===== src/verilog/mpc_pkg.sv =====
// Shared constants and types for the parameter-configuration command handler
package mpc_pkg;

	// Byte carried with its strobe
	typedef struct packed {
		logic       valid;
		logic [7:0] data;
	} mpc_byte_t;

	// Holding register offsets
	localparam logic [15:0] MPC_REG_SLAVE_ADDRESS = 16'h0066;
	localparam logic [15:0] MPC_REG_BAUD_CODE     = 16'h0067;
	localparam logic [15:0] MPC_REG_CORRECTION    = 16'h006B;

	// Values after reset
	localparam logic [7:0]  MPC_RST_SLAVE_ADDRESS = 8'h01;
	localparam logic [2:0]  MPC_RST_BAUD_CODE     = 3'h3;
	localparam logic [15:0] MPC_RST_CORRECTION    = 16'h0000;

	// Addressing and function codes
	localparam logic [7:0]  MPC_UNIVERSAL_ADDR = 8'hFA;
	localparam logic [7:0]  MPC_FN_READ        = 8'h03;
	localparam logic [7:0]  MPC_FN_WRITE       = 8'h06;
	localparam logic [7:0]  MPC_READ_BYTES     = 8'h02;
	localparam logic [15:0] MPC_READ_QTY       = 16'h0001;

	// Accepted write ranges
	localparam logic [15:0] MPC_ADDR_MIN = 16'h0001;
	localparam logic [15:0] MPC_ADDR_MAX = 16'h00F9;
	localparam logic [15:0] MPC_BAUD_MIN = 16'h0001;
	localparam logic [15:0] MPC_BAUD_MAX = 16'h0006;
	localparam logic [15:0] MPC_CORR_POS_MAX = 16'h03E8;
	localparam logic [15:0] MPC_CORR_NEG_MIN = 16'hFC17;

	// Frame layout
	localparam logic [3:0] MPC_REQ_LEN       = 4'h8;
	localparam logic [2:0] MPC_RSP_READ_LEN  = 3'h5;
	localparam logic [2:0] MPC_RSP_WRITE_LEN = 3'h6;

	// CRC-16 seed and reflected polynomial
	localparam logic [15:0] MPC_CRC_INIT = 16'hFFFF;
	localparam logic [15:0] MPC_CRC_POLY = 16'hA001;

	// Baud rate per code
	localparam logic [16:0] MPC_BAUD_1 = 17'h00960;
	localparam logic [16:0] MPC_BAUD_2 = 17'h012C0;
	localparam logic [16:0] MPC_BAUD_3 = 17'h02580;
	localparam logic [16:0] MPC_BAUD_4 = 17'h04B00;
	localparam logic [16:0] MPC_BAUD_5 = 17'h09600;
	localparam logic [16:0] MPC_BAUD_6 = 17'h1C200;

endpackage : mpc_pkg

===== src/verilog/mpc_config_slave.sv =====
// Modbus RTU parameter-configuration command handler
`timescale 1ns/1ps
module mpc_config_slave
	import mpc_pkg::*;
(
	input  wire logic        clk,
	input  wire logic        rst,
	input  wire logic        ce,
	input  wire mpc_byte_t   rx_byte,
	input  wire logic        rx_frame_end,
	input  wire logic        tx_ready,
	output mpc_byte_t        tx_q,
	output logic      [7:0]  slave_address_q,
	output logic      [2:0]  baud_rate_code_q,
	output logic      [16:0] baud_rate_bps_q,
	output logic      [15:0] measurement_correction_q,
	input  wire logic [15:0] meas_in,
	input  wire logic        meas_in_valid,
	output logic      [15:0] meas_out_q,
	output logic             meas_out_valid_q
);

	typedef enum logic [2:0] {
		MPC_ST_RX,
		MPC_ST_EXEC,
		MPC_ST_TX,
		MPC_ST_CRC_LO,
		MPC_ST_CRC_HI
	} mpc_state_t;

	mpc_state_t  state_q;
	logic [7:0]  rx_buf_q [0:7];
	logic [3:0]  rx_cnt_q;
	logic        rx_over_q;
	logic [7:0]  tx_buf_q [0:5];
	logic [2:0]  tx_len_q;
	logic [2:0]  tx_idx_q;
	logic [15:0] rx_crc;
	logic [15:0] tx_crc;
	logic        rx_take;
	logic        frame_ok;
	logic        tx_load;
	logic        tx_accept;
	logic [7:0]  tx_next;
	logic [7:0]  req_addr;
	logic [7:0]  req_fn;
	logic [15:0] req_reg;
	logic [15:0] req_val;
	logic        addr_hit;
	logic        is_read;
	logic        is_write;
	logic        wr_addr_ok;
	logic        wr_baud_ok;
	logic        wr_corr_ok;
	logic        rd_known;
	logic        do_write;
	logic        do_reply;
	logic [15:0] rd_value;

	// Incoming bytes are only collected while idle; a frame that overlaps a reply is lost
	assign rx_take  = (state_q == MPC_ST_RX) && rx_byte.valid;

	assign req_addr = rx_buf_q[0];
	assign req_fn   = rx_buf_q[1];
	assign req_reg  = {rx_buf_q[2], rx_buf_q[3]};
	assign req_val  = {rx_buf_q[4], rx_buf_q[5]};

	// Matching uses the live address register, so a change holds from the next frame
	assign addr_hit = (req_addr == slave_address_q) || (req_addr == MPC_UNIVERSAL_ADDR);

	// CRC over all eight bytes, trailer included, leaves zero when intact
	assign frame_ok = (rx_cnt_q == MPC_REQ_LEN) && !rx_over_q && (rx_crc == 16'h0000) && addr_hit;

	assign is_read  = (req_fn == MPC_FN_READ) && (req_val == MPC_READ_QTY);
	assign is_write = (req_fn == MPC_FN_WRITE);

	assign wr_addr_ok = (req_val >= MPC_ADDR_MIN) && (req_val <= MPC_ADDR_MAX);
	assign wr_baud_ok = (req_val >= MPC_BAUD_MIN) && (req_val <= MPC_BAUD_MAX);
	assign wr_corr_ok = (req_val <= MPC_CORR_POS_MAX) || (req_val >= MPC_CORR_NEG_MIN);

	assign rd_known = (req_reg == MPC_REG_SLAVE_ADDRESS) || (req_reg == MPC_REG_BAUD_CODE)
		|| (req_reg == MPC_REG_CORRECTION);

	always_comb begin
		do_write = 1'b0;
		if (is_write) begin
			unique case (req_reg)
				MPC_REG_SLAVE_ADDRESS: do_write = wr_addr_ok;
				MPC_REG_BAUD_CODE:     do_write = wr_baud_ok;
				MPC_REG_CORRECTION:    do_write = wr_corr_ok;
				default:               do_write = 1'b0;
			endcase
		end
	end

	// Unknown registers and malformed requests get no reply at all
	assign do_reply = (is_read && rd_known) || do_write;

	always_comb begin
		rd_value = 16'h0000;
		unique case (req_reg)
			MPC_REG_SLAVE_ADDRESS: rd_value = {8'h00, slave_address_q};
			MPC_REG_BAUD_CODE:     rd_value = {13'h0000, baud_rate_code_q};
			MPC_REG_CORRECTION:    rd_value = measurement_correction_q;
			default:               rd_value = 16'h0000;
		endcase
	end

	mpc_crc16 u_rx_crc (
		.clk   (clk),
		.rst   (rst),
		.ce    (ce),
		.clear (state_q == MPC_ST_EXEC || (state_q == MPC_ST_RX && rx_frame_end)),
		.en    (rx_take),
		.data  (rx_byte.data),
		.crc_q (rx_crc)
	);

	// Receive buffer: the first eight bytes are kept, longer frames are marked bad
	always_ff @(posedge clk) begin
		if (rst) begin
			rx_cnt_q  <= 4'h0;
			rx_over_q <= 1'b0;
		end else if (ce) begin
			if (state_q != MPC_ST_RX || rx_frame_end) begin
				rx_cnt_q  <= 4'h0;
				rx_over_q <= 1'b0;
			end else if (rx_byte.valid) begin
				if (rx_cnt_q == MPC_REQ_LEN) begin
					rx_over_q <= 1'b1;
				end else begin
					rx_buf_q[rx_cnt_q[2:0]] <= rx_byte.data;
					rx_cnt_q                <= rx_cnt_q + 4'h1;
				end
			end
		end
	end

	// Frame sequencing
	always_ff @(posedge clk) begin
		if (rst) begin
			state_q  <= MPC_ST_RX;
			tx_idx_q <= 3'h0;
		end else if (ce) begin
			unique case (state_q)
				MPC_ST_RX: begin
					if (rx_frame_end && frame_ok) begin
						state_q <= MPC_ST_EXEC;
					end
				end
				MPC_ST_EXEC: begin
					tx_idx_q <= 3'h0;
					state_q  <= do_reply ? MPC_ST_TX : MPC_ST_RX;
				end
				MPC_ST_TX: begin
					if (tx_accept) begin
						if (tx_idx_q == tx_len_q - 3'h1) begin
							state_q <= MPC_ST_CRC_LO;
						end else begin
							tx_idx_q <= tx_idx_q + 3'h1;
						end
					end
				end
				MPC_ST_CRC_LO: begin
					if (tx_accept) begin
						state_q <= MPC_ST_CRC_HI;
					end
				end
				MPC_ST_CRC_HI: begin
					if (tx_accept) begin
						state_q <= MPC_ST_RX;
					end
				end
			endcase
		end
	end

	// Configuration registers, updated in the execute cycle so the reply reflects them
	always_ff @(posedge clk) begin
		if (rst) begin
			slave_address_q          <= MPC_RST_SLAVE_ADDRESS;
			baud_rate_code_q         <= MPC_RST_BAUD_CODE;
			measurement_correction_q <= MPC_RST_CORRECTION;
		end else if (ce && state_q == MPC_ST_EXEC && do_write) begin
			unique case (req_reg)
				MPC_REG_SLAVE_ADDRESS: slave_address_q <= req_val[7:0];
				MPC_REG_BAUD_CODE:     baud_rate_code_q <= req_val[2:0];
				MPC_REG_CORRECTION:    measurement_correction_q <= req_val;
				default:               slave_address_q <= slave_address_q;
			endcase
		end
	end

	// Rate handed to the serial port; the reply already goes out at the new rate
	always_ff @(posedge clk) begin
		if (rst) begin
			baud_rate_bps_q <= MPC_BAUD_3;
		end else if (ce) begin
			unique case (baud_rate_code_q)
				3'h1:    baud_rate_bps_q <= MPC_BAUD_1;
				3'h2:    baud_rate_bps_q <= MPC_BAUD_2;
				3'h3:    baud_rate_bps_q <= MPC_BAUD_3;
				3'h4:    baud_rate_bps_q <= MPC_BAUD_4;
				3'h5:    baud_rate_bps_q <= MPC_BAUD_5;
				3'h6:    baud_rate_bps_q <= MPC_BAUD_6;
				default: baud_rate_bps_q <= MPC_BAUD_3;
			endcase
		end
	end

	// Reply assembly
	always_ff @(posedge clk) begin
		if (rst) begin
			tx_len_q <= MPC_RSP_READ_LEN;
		end else if (ce && state_q == MPC_ST_EXEC) begin
			if (is_write) begin
				// Echo of the request, with the address the slave now answers to
				tx_buf_q[0] <= (req_reg == MPC_REG_SLAVE_ADDRESS) ? req_val[7:0] : slave_address_q;
				tx_buf_q[1] <= req_fn;
				tx_buf_q[2] <= rx_buf_q[2];
				tx_buf_q[3] <= rx_buf_q[3];
				tx_buf_q[4] <= rx_buf_q[4];
				tx_buf_q[5] <= rx_buf_q[5];
				tx_len_q    <= MPC_RSP_WRITE_LEN;
			end else begin
				tx_buf_q[0] <= slave_address_q;
				tx_buf_q[1] <= MPC_FN_READ;
				tx_buf_q[2] <= MPC_READ_BYTES;
				tx_buf_q[3] <= rd_value[15:8];
				tx_buf_q[4] <= rd_value[7:0];
				tx_buf_q[5] <= 8'h00;
				tx_len_q    <= MPC_RSP_READ_LEN;
			end
		end
	end

	assign tx_load   = (state_q == MPC_ST_TX || state_q == MPC_ST_CRC_LO
		|| state_q == MPC_ST_CRC_HI) && !tx_q.valid;
	assign tx_accept = tx_q.valid && tx_ready;

	always_comb begin
		tx_next = tx_buf_q[tx_idx_q];
		if (state_q == MPC_ST_CRC_LO) begin
			tx_next = tx_crc[7:0];
		end else if (state_q == MPC_ST_CRC_HI) begin
			tx_next = tx_crc[15:8];
		end
	end

	mpc_crc16 u_tx_crc (
		.clk   (clk),
		.rst   (rst),
		.ce    (ce),
		.clear (state_q == MPC_ST_EXEC),
		.en    (tx_load && state_q == MPC_ST_TX),
		.data  (tx_next),
		.crc_q (tx_crc)
	);

	// One byte stands on the output until the serial port takes it
	always_ff @(posedge clk) begin
		if (rst) begin
			tx_q <= '0;
		end else if (ce) begin
			if (tx_load) begin
				tx_q.valid <= 1'b1;
				tx_q.data  <= tx_next;
			end else if (tx_accept) begin
				tx_q.valid <= 1'b0;
			end
		end
	end

	mpc_correct u_correct (
		.clk              (clk),
		.rst              (rst),
		.ce               (ce),
		.meas_in          (meas_in),
		.meas_in_valid    (meas_in_valid),
		.correction       (measurement_correction_q),
		.meas_out_q       (meas_out_q),
		.meas_out_valid_q (meas_out_valid_q)
	);

endmodule : mpc_config_slave


===== src/verilog/mpc_correct.sv =====
// Adds the signed correction to a measured value, clamped to the 16-bit range
`timescale 1ns/1ps
module mpc_correct
	import mpc_pkg::*;
(
	input  wire logic        clk,
	input  wire logic        rst,
	input  wire logic        ce,
	input  wire logic [15:0] meas_in,
	input  wire logic        meas_in_valid,
	input  wire logic [15:0] correction,
	output logic      [15:0] meas_out_q,
	output logic             meas_out_valid_q
);

	logic signed [17:0] sum;

	assign sum = $signed({2'b00, meas_in}) + $signed({{2{correction[15]}}, correction});

	always_ff @(posedge clk) begin
		if (rst) begin
			meas_out_q       <= 16'h0000;
			meas_out_valid_q <= 1'b0;
		end else if (ce) begin
			meas_out_valid_q <= meas_in_valid;
			if (meas_in_valid) begin
				// Clamp rather than wrap so a small reading never turns into a huge one
				if (sum[17]) begin
					meas_out_q <= 16'h0000;
				end else if (sum[16]) begin
					meas_out_q <= 16'hFFFF;
				end else begin
					meas_out_q <= sum[15:0];
				end
			end
		end
	end

endmodule : mpc_correct


===== src/verilog/mpc_crc16.sv =====
// Byte-serial Modbus CRC-16 accumulator
`timescale 1ns/1ps
module mpc_crc16
	import mpc_pkg::*;
(
	input  wire logic        clk,
	input  wire logic        rst,
	input  wire logic        ce,
	input  wire logic        clear,
	input  wire logic        en,
	input  wire logic [7:0]  data,
	output logic      [15:0] crc_q
);

	logic [15:0] crc_d;

	always_comb begin
		crc_d = crc_q ^ {8'h00, data};
		for (int i = 0; i < 8; i++) begin
			crc_d = crc_d[0] ? ((crc_d >> 1) ^ MPC_CRC_POLY) : (crc_d >> 1);
		end
	end

	always_ff @(posedge clk) begin
		if (rst) begin
			crc_q <= MPC_CRC_INIT;
		end else if (ce) begin
			if (clear) begin
				crc_q <= MPC_CRC_INIT;
			end else if (en) begin
				crc_q <= crc_d;
			end
		end
	end

endmodule : mpc_crc16


===== config.mk =====
export PLATFORM = sky130hd
export DESIGN_NAME = mpc_config_slave
export DESIGN_NICKNAME = d
export VERILOG_FILES = /design/src/verilog/mpc_pkg.sv /design/src/verilog/mpc_config_slave.sv /design/src/verilog/mpc_correct.sv /design/src/verilog/mpc_crc16.sv
export SDC_FILE = /design/constraint.sdc
export NUM_CORES = 1
export LEC_CHECK = 0
export CORE_MARGIN = 5
export CORE_UTILIZATION = 43
export CTS_BUF_LIST = sky130_fd_sc_hd__clkbuf_4
export CTS_CLUSTER_DIAMETER = 60
export DETAILED_ROUTE_END_ITERATION = 7
export DONT_BUFFER_PORTS = 1
export HOLD_SLACK_MARGIN = 0.08
export PLACE_DENSITY_LB_ADDON = 0.08
export SLEW_MARGIN = 0
export SYNTH_ARGS = -nofsm -noshare
export SYNTH_HDL_FRONTEND = slang
export SYNTH_SLANG_ARGS = --single-unit

===== constraint.sdc =====
create_clock -name clk -period 3.6 [get_ports clk]
set_clock_uncertainty 0.2 [all_clocks]
set_input_delay 0.54 -clock clk [delete_from_list [all_inputs] [get_ports clk]]
set_output_delay 0.54 -clock clk [all_outputs]
set_load 0.05 [all_outputs]

# Word-level counts from Yosys, hierarchy flattened
# Memory sizes are Yosys's and may differ from the RTL's. A register that Yosys moved wholly into a read port is not among the register bits.
# Cells that the tools add are included.
# totals
reg_bits,116
ram_bits,112
input_bits,31
output_inout_bits,70
elab_cells,192
memories,2
# classes
add_sub_neg,4
n_lt_le_gt_ge,5
eq_ne,26
n_mux,70
n_bitwise,24
n_reduce_logical,46
# mem_list
name,depth,width,read_ports,rd_ports_with_merged_regs,write_ports,line_no,rtl
rx_buf_q,8,8,6,0,1,mpc_config_slave.sv:32,logic [7:0] rx_buf_q [0:7];
tx_buf_q,6,8,1,1,6,mpc_config_slave.sv:35,logic [7:0] tx_buf_q [0:5];
# ops
op,count
$mux 16,22
$pmux 17 s5,1
$mux 8,9
$eq 16x7->1 const B,3
$not 2->3,16
$pmux 16 s3,1
$xor 16x8->16,2
$mux 3,9
$mux 1,20
$add 17x16->18,1
$eq 16x1->1 const B,1
$ge 16x1->1 const B,1
$ge 16x16->1 const B,1
$le 16x10->1 const B,1
$le 16x3->1 const B,1
$le 16x8->1 const B,1
$logic_not 16->1,1
$logic_and 1x1->1,15
$pmux 3 s5,1
$reduce_and 2->1,7
$eq 3x3->1 const B,4
$mux 4,3
$reduce_bool 2->1,6
$ne 2x2->1 const B,5
other kinds (23),43

# Depth between registers and ports, before layout
# Gate-level depths: netlist of the first run.
# depth
word_depth,22
ltp_mapped,14
depth_no_buf,13

# Hierarchy
# From an unflattened synthesis of the first run, not the netlist that was laid out.
# unflattened
cells_unflattened,1004
area_unflattened_um2,10261.1
# modules_own_cells
mod,instances,cells_each,area_per_inst_um2,seq_area_each_um2
mpc_config_slave,1,643,7059.3,4003.8
mpc_crc16,2,83,808.3,320.3
mpc_correct,1,195,1585.3,340.3

# Worst setup path after synthesis of the first run
# OpenSTA, ideal clock, no wires.
# synth_timing
path_type,reg-to-reg
start,register measurement_correction_q[0]
end,register u_correct.meas_out_q[6]
setup_ns,0.128
arrival_time_ns,3.090
t_required_ns,3.272
slack_ns,0.183
path_stages_with_launch,15
n_path_buf,1
synth_period_minus_slack_ns,3.417
path_cell_list,dfxtp_1 -> ha_1 -> inv_1 -> fa_1 -> nor2b_1 -> o21ai_0 -> a21boi_0 -> o211a_1 -> o31a_1 -> o21ai_0 -> a211oi_2 -> clkbuf_1 -> a21oi_1 -> a21oi_1 -> nor2_1
# synth_via
elab_chain_cells,3
# synth_lines
item,line_no,rtl
from (decl),mpc_config_slave.sv:16,"output logic [15:0] measurement_correction_q,"
from (signal assigned),mpc_config_slave.sv:188,MPC_REG_CORRECTION: measurement_correction_q <= req_val;
$add 17x16->18 (*),mpc_correct.sv:18,"assign sum = $signed({2'b00, meas_in}) + $signed({{2{correction[15]}}, correction});"
$mux 16,mpc_correct.sv:30,end else if (sum[16]) begin
$mux 16 (*),mpc_correct.sv:28,if (sum[17]) begin
to (signal assigned),mpc_correct.sv:33,meas_out_q <= sum[15:0];
to (decl),mpc_correct.sv:12,"output logic [15:0] meas_out_q,"
# Every way passes the cells marked *; elsewhere a longest branch is shown, timed or not.
# A chain may end at the register's enable or synchronous reset.

==> results of run 1 <==
==> area by class of cell <==
type,count,area [µm²],area share
repair buffers,71,600.6,0.05357
multi-input cells,715,4509,0.4022
well taps,285,356.6,0.03180
diodes,2,5.005,0.0004464
inverters,21,78.83,0.007030
clock buffers,72,540.5,0.04821
flip-flops and latches,209,4985,0.4446
clock inverters,34,136.4,0.01216
==> synthesized netlist by cell type (all sizes together), types with 2 or more instances <==
library cell / number / area [µm²]
or3: 8 / 50.05
a21o: 7 / 52.55
a22o: 8 / 70.07
inv: 21 / 78.83
nor2b: 8 / 50.05
nand2b: 6 / 37.54
nor2: 121 / 454.2
a22oi: 19 / 152.6
mux4: 4 / 90.09
a221oi: 3 / 26.28
clkbuf: 47 / 176.4
nor4: 13 / 87.58
and2: 17 / 106.4
xor2: 33 / 289.0
dfxtp: 129 / 2582
o211ai: 3 / 22.52
nand3: 11 / 55.05
nand2: 101 / 379.1
mux2i: 42 / 420.4
o211a: 2 / 20.02
a31o: 2 / 17.52
a31oi: 7 / 43.79
o22ai: 15 / 93.84
or2: 2 / 12.51
o21a: 2 / 15.01
buf: 16 / 96.33
xnor2: 38 / 332.8
nand4: 6 / 37.54
edfxtp: 80 / 2402
a211oi: 11 / 87.58
nor3: 32 / 165.2
nor3b: 6 / 55.05
a21oi: 73 / 365.4
and3: 5 / 31.28
nand3b: 3 / 22.52
o21ai: 48 / 240.2
ha: 21 / 262.8
mux2: 11 / 123.9
a32oi: 2 / 17.52
a2bb2oi: 2 / 17.52
==> what timing repair did <==
| action | in CTS | in global routing |
|---|---|---|
| endpoints found under the hold margin | 131 | 0 |
| gates resized for setup | 0 | 1 |
| hold buffers | 19 | 0 |
| setup endpoints to repair | 0 | 1 |
==> power groups by stage <==
| stage | Clock [mW] | Sequential, mW | Combinational [mW] |
|---|---|---|---|
| final | 1.95 | 2.52 | 0.215 |
| after global routing | 2.17 | 2.52 | 0.239 |
| after CTS | 2.02 | 2.52 | 0.217 |
| after detailed placement | 0 | 2.57 | 0.165 |
| after global placement | 0 | 2.57 | 0.165 |
| after floorplan | 0 | 2.56 | 0.154 |
==> worst max-delay path, cell delays in order, from the launching register on <==
cell and delay (ps):
dfxtp_1 480, mux4_2 530, or2_0 220, a22oi_2 170
xor2_1 90, nor2_1 250, xnor2_1 160, xnor3_1 450
xor2_1 320, nor4_2 90, a221oi_1 230
==> registers in the layout, summed over array words and instances (netlist names), named ones only <==
name,count
state_q,3
u_tx_crc.crc_q,16
measurement_correction_q,16
tx_idx_q,3
tx_len_q,2
tx_q,9
baud_rate_bps_q,12
slave_address_q,8
rx_over_q,1
u_correct.meas_out_valid_q,1
u_rx_crc.crc_q,16
tx_buf_q,48
baud_rate_code_q,3
rx_cnt_q,4
u_correct.meas_out_q,16
rx_buf_q,48
==> cell families (layout without fill, tap and decap cells) <==
group | Yosys count | after routing | share of synthesized area
AOI/OAI and AO/OA | 213 | 213 | 0.1344
buffers and inverters | 84 | 198 | 0.03576
DFF | 209 | 209 | 0.5071
xor gates and xnor gates | 72 | 72 | 0.06555
adders and majority gates | 22 | 22 | 0.02876
muxes | 57 | 57 | 0.06453
other | 1 | 7 | 0.0003815
and+or+nand+nor | 346 | 346 | 0.1635
==> path summary, 6_finish.rpt <==
check | start | end | slack (ps)
min reg2reg | tx_buf_q[2][1]$_SDFFE_PP1P_ | tx_buf_q[2][1]$_SDFFE_PP1P_ | 250
min | meas_in[0] | u_correct.meas_out_q[0]$_SDFFE_PP0P_ | 140
max | register | u_tx_crc.crc_q[0]$_SDFFE_PP1P_ | 300
max reg2reg | register | u_tx_crc.crc_q[0]$_SDFFE_PP1P_ | 300
==> metal layers <==
metal,part of all wire,wire (µm),GRT usage,vias up
met1,0.43,12150,0.2728,3617
met2,0.47,13170,0.3505,234
met4,0.033,917,0.09151,2
met3,0.064,1795,0.05945,70
li1,-,-,-,3755
met5,0.00046,13,0,-
==> flow_metrics.tcl, run 1 <==
set metrics [dict create \
    status "finished, final reports clean" \
    worstPathArrival_ps 3670 \
    clock.fmax_ghz 0.3026 \
    clock_sinks 209 \
    place_area_mm2 0.01032 \
    cts-buffers-inserted 56 \
    rows 55 \
    final_cells 1409 \
    cts-root-buf "clkbuf_4" \
    p_seq_frac 0.538 \
    postRouteAntennaNets 0 \
    fin_ws_ps 295.7 \
    setup_violations 0 \
    rsz0062_at_grt "no" \
    power_mw 4.681 \
    dp_cells 1282 \
    die_y_um 161.2 \
    p_sw_mw 1.185 \
    hold_class "in2reg" \
    drt_iter0_drc 478 \
    relSlewSlack 0.3661 \
    postCtsSetupRepairBufs 0 \
    vdd_drop_max_uv 220.4 \
    n_fill_cell 2205 \
    dp_slack_ps 320.0 \
    die_area_mm2 0.02599 \
    ctsLongestPathBuffers 3 \
    grt_util_all_layers 0.2161 \
    p_int_mw 3.496 \
    final_max_slew_viol_count 0 \
    grt_first_pass_wirelength_um 44220 \
    dr.pass1.iters 5 \
    hold_viol_final 0 \
    start_util 0.4355 \
    postSynthAreaPerCell_um2 9.792 \
    grt_overflow_total 0 \
    fin_crit_sh 0.9179 \
    port_buffers 0 \
    yosysUniqueCellTypes 67 \
    critPathCaptureType "register" \
    swShare 0.2531 \
    layout_commonest_cell "dfxtp_1" \
    core_area_mm2 0.02257 \
    grt_start_max_net_pins 72 \
    min_period_ps 3304 \
    drc 0 \
    ys_ff_latch 209 \
    die_w_um 161.2 \
    synthArstFlopShare 0 \
    finalSetupTns_ps 0 \
    wl_per_cell_um 19.91 \
    syn_area_mm2 0.009831 \
    final_util 0.4967 \
    ys_seq_area_frac 0.5071 \
    antenna_found_initial 3 \
    tightest_slew_ps 949.6 \
    cp.required_ps 3970 \
    synth-edff-count 80 \
    r2r_cells 10 \
    dp_hpwl_um 19640 \
    yosys_most_used_dff "dfxtp_1" \
    cts_tree "done" \
    cts_max_level 2 \
    ios 101 \
    crit_type "reg2reg" \
    synth_cells 1004 \
    holdWs_ps 141.9 \
    clkPwrFrac 0.416 \
    layout.nets 1127 \
    maxCapViolCount 0 \
    clkSlewWorstSetupHoldPaths_ps 70 \
    final_area_mm2 0.01121 \
    cp-start-kind "register" \
    power.density_mw_per_mm2 417.5 \
    gp_congestion 0.8421 \
    p_comb_frac 0.046 \
    grt_pass1_vias 7845 \
    p_leak_nw 4.316 \
    clock_latency_ps 680 \
    viasPerCell 5.449 \
    area_growth_pct 14.05 \
    routed_wl_um 28050 \
    ys.warnings.count 0 \
    vias 7678 \
    min_path_cells 3 \
    crit_fanout 7 \
    final_cell_mix "dfxtp_1, nor2_1, nand2_1, edfxtp_1, a21oi_1" \
    drive_gt1_frac 0.1435 \
]
Note: power is estimated with default switching activity, not from simulation.
==> run 2, diff against run 1 <==
ABC_AREA = 1   (was unset)
==> run 2 against run 1 <==
  * Die area increased by 5.4%
  * Combinational power up 13%
  * Worst setup slack got worse by 29 ps
  * Maximum frequency shrank 0.86%
  * Via count rose by 16%
  * Power increased by 7.6%
  * Critical path type unchanged
  * Highest routed layer is now met4
==> flow_metrics.tcl, run 2 <==
set metrics [dict create \
    finalSetupTns_ps 0 \
    yosys-top-cells-count "nand2_1, inv_1, dfxtp_1" \
    wl_per_cell_um 17.44 \
    rows 57 \
    cp.depth 16 \
    final_cell_mix "nand2_1, inv_1, dfxtp_1, o21ai_0, clkbuf_4" \
    dr.pass1.iters 5 \
    yosysMostFrequentCell "nand2_1" \
    drt_iter0_drc 613 \
    start_util 0.4326 \
    yosys_most_used_dff "dfxtp_1" \
    layout_commonest_cell "nand2_1" \
    crit_family "simple AND/OR/NAND/NOR gates" \
    synthArstFlopShare 0 \
    maxCapViolCount 0 \
    clock.fmax_ghz 0.3000 \
    min_period_ps 3333 \
    drive_gt1_frac 0.1419 \
    yosys.area.top_type "dfxtp_1" \
    worstPathArrival_ps 3690 \
    die_area_mm2 0.02739 \
    yosysUniqueCellTypes 53 \
    tightest_slew_ps 967.9 \
    status "finished, final reports clean" \
    cts-root-buf "clkbuf_4" \
    synth_cells 1281 \
    relSlewSlack 0.3526 \
    syn_area_mm2 0.01040 \
    final_cells 1736 \
    ctsLongestPathBuffers 3 \
    crit_type "reg2reg" \
    path_common_cell "nand2_1" \
    power.density_mw_per_mm2 424.8 \
    vdd_drop_max_uv 312.5 \
    hold_viol_final 0 \
    viasPerCell 5.132 \
    ys_ff_latch 209 \
    clock_latency_ps 680 \
    fin_crit_sh 0.9258 \
    yosys.area.top_type_share 0.2484 \
    grt_start_max_net_pins 48 \
    vias 8910 \
    clkSlewWorstSetupHoldPaths_ps 70 \
    crit_fanout 12 \
    gp_congestion 0.9437 \
    postCtsSetupRepairBufs 0 \
    ys_top_cells_by_area "dfxtp_1, edfxtp_1, nand2_1" \
    area_growth_pct 14.09 \
    postRouteAntennaNets 0 \
    ios 101 \
    dp_cells 1607 \
    grt_overflow_total 0 \
    final_max_slew_viol_count 0 \
    cts_max_level 2 \
    clock_sinks 209 \
    n_fill_cell 2426 \
    synth-edff-count 80 \
    cp_num_buf_inv 3 \
    hold_class "in2reg" \
    layout.nets 1414 \
    routed_wl_um 30280 \
    die_w_um 165.5 \
    r2r_cells 16 \
    cp-start-kind "register" \
    cts-buffers-inserted 57 \
    antenna_found_initial 3 \
    grt_util_all_layers 0.2214 \
    cp.required_ps 3950 \
    setup_violations 0 \
    rsz0062_at_grt "no" \
    p_leak_nw 5.178 \
    dp_hpwl_um 21950 \
    cts_tree "done" \
    core_area_mm2 0.02403 \
    slowest_delay_ps 560 \
    die_y_um 165.5 \
    grt_first_pass_wirelength_um 47060 \
    crit_chain "buf_4 -> inv_1 -> fa_1 -> nor2_1 -> o21ai_0 -> nand2_1 -> nand4_1 -> nand2_1 -> nand3_1 -> nand3_1 -> nand2_1 -> a21oi_1 -> o21ai_0 -> nand2_1 -> a21oi_1 -> dlygate4sd3_1" \
    postSynthAreaPerCell_um2 8.116 \
    ys.warnings.count 0 \
    ys_seq_area_frac 0.4795 \
    min_path_cells 5 \
    grt_pass1_vias 8481 \
    critPathCaptureType "register" \
    cpMaxStageDelayCell "dlygate4sd3_1" \
    drc 0 \
    port_buffers 0 \
]
run 2: cell types whose count changed after synthesis, moves of 17 or more:
cell,change
clkbuf_1,-31
nand3_1,+60
nand2_2,+19
o21ai_0,+70
nor2_1,-50
mux2i_1,-42
inv_1,+120
a22oi_1,-17
nand2_1,+195
xnor2_1,-20
run 2: final timing paths:
path | start | end | slack [ps]
min reg2reg | tx_buf_q[1][6]$_SDFFE_PP0P_ | tx_buf_q[1][6]$_SDFFE_PP0P_ | 230
max | measurement_correction_q[1]$_SDFFE_PP0P_ | u_correct.meas_out_q[8]$_SDFFE_PP0P_ | 270
max reg2reg | measurement_correction_q[1]$_SDFFE_PP0P_ | u_correct.meas_out_q[8]$_SDFFE_PP0P_ | 270
min | ce | tx_q[2]$_SDFFE_PP0P_ | 140
run 2: repair_timing:
action                                  4_1_cts  5_1_grt
hold endpoints to repair                    118        0
gates resized for setup                       0        1
hold buffers                                 19        0
endpoints found under the setup margin        0        2
run 2: cell families after synthesis:
| group | Yosys count | share of synthesized area |
|---|---|---|
| xor gates and xnor gates | 36 | 0.03033 |
| AOI/OAI and AO/OA | 282 | 0.1510 |
| buffers and inverters | 199 | 0.08256 |
| DFF | 209 | 0.4795 |
| and+or+nand+nor | 532 | 0.2290 |
| adders and majority gates | 22 | 0.02720 |
| other | 1 | 0.0003607 |
run 2: report_power, final:
part,switching (mW),internal (mW)
Sequential,0.0693,2.48
Combinational,0.158,0.0857
Clock,0.989,1.26
run 2: cell type report:
cell class | count | area, µm² | area share
antenna | 3 | 7.507 | 0.0006329
clock buffer | 95 | 713.2 | 0.06013
clock inverter | 12 | 81.33 | 0.006857
inverter | 155 | 584.3 | 0.04926
multi-input combinational | 877 | 4569 | 0.3852
sequential | 209 | 4985 | 0.4203
tap | 324 | 405.4 | 0.03418
timing repair buffer | 61 | 515.5 | 0.04346
run 2: worst reg2reg max path: cells and delay by family, from the launching register on:
family	cells	cell delay (ps)
DFF	1	310
adders and majority gates	1	450
AOI/OAI and AO/OA	4	450
buffers and inverters	3	880
and+or+nand+nor	8	950
run 2: per-stage QoR:
step / hold slack (ps) / setup slack (ps) / utilization / cell area [µm²] / power, mW
6_report: 139.0 / 267.1 / 0.4935 / 11860 / 5.039
5_1_grt: 102.6 / 0.8629 / 0.4935 / 11860 / 5.278
4_1_cts: 81.69 / 277.9 / 0.4932 / 11850 / 5.106
3_5_place_dp: 220.1 / 623.1 / 0.4518 / 10860 / 2.796
3_3_place_gp: 215.1 / 641.4 / 0.4518 / 10860 / 2.796
2_1_floorplan: 208.4 / 666.2 / - / 10410 / 2.765
run 2: per-layer routing:
metal | share of wire | vias to the layer above | global-route usage
met2 | 0.49 | 201 | 0.3732
met5 | 0 | - | 0
met3 | 0.051 | 48 | 0.05038
li1 | - | 4518 | -
met4 | 0.025 | 0 | 0.07274
met1 | 0.44 | 4143 | 0.2819
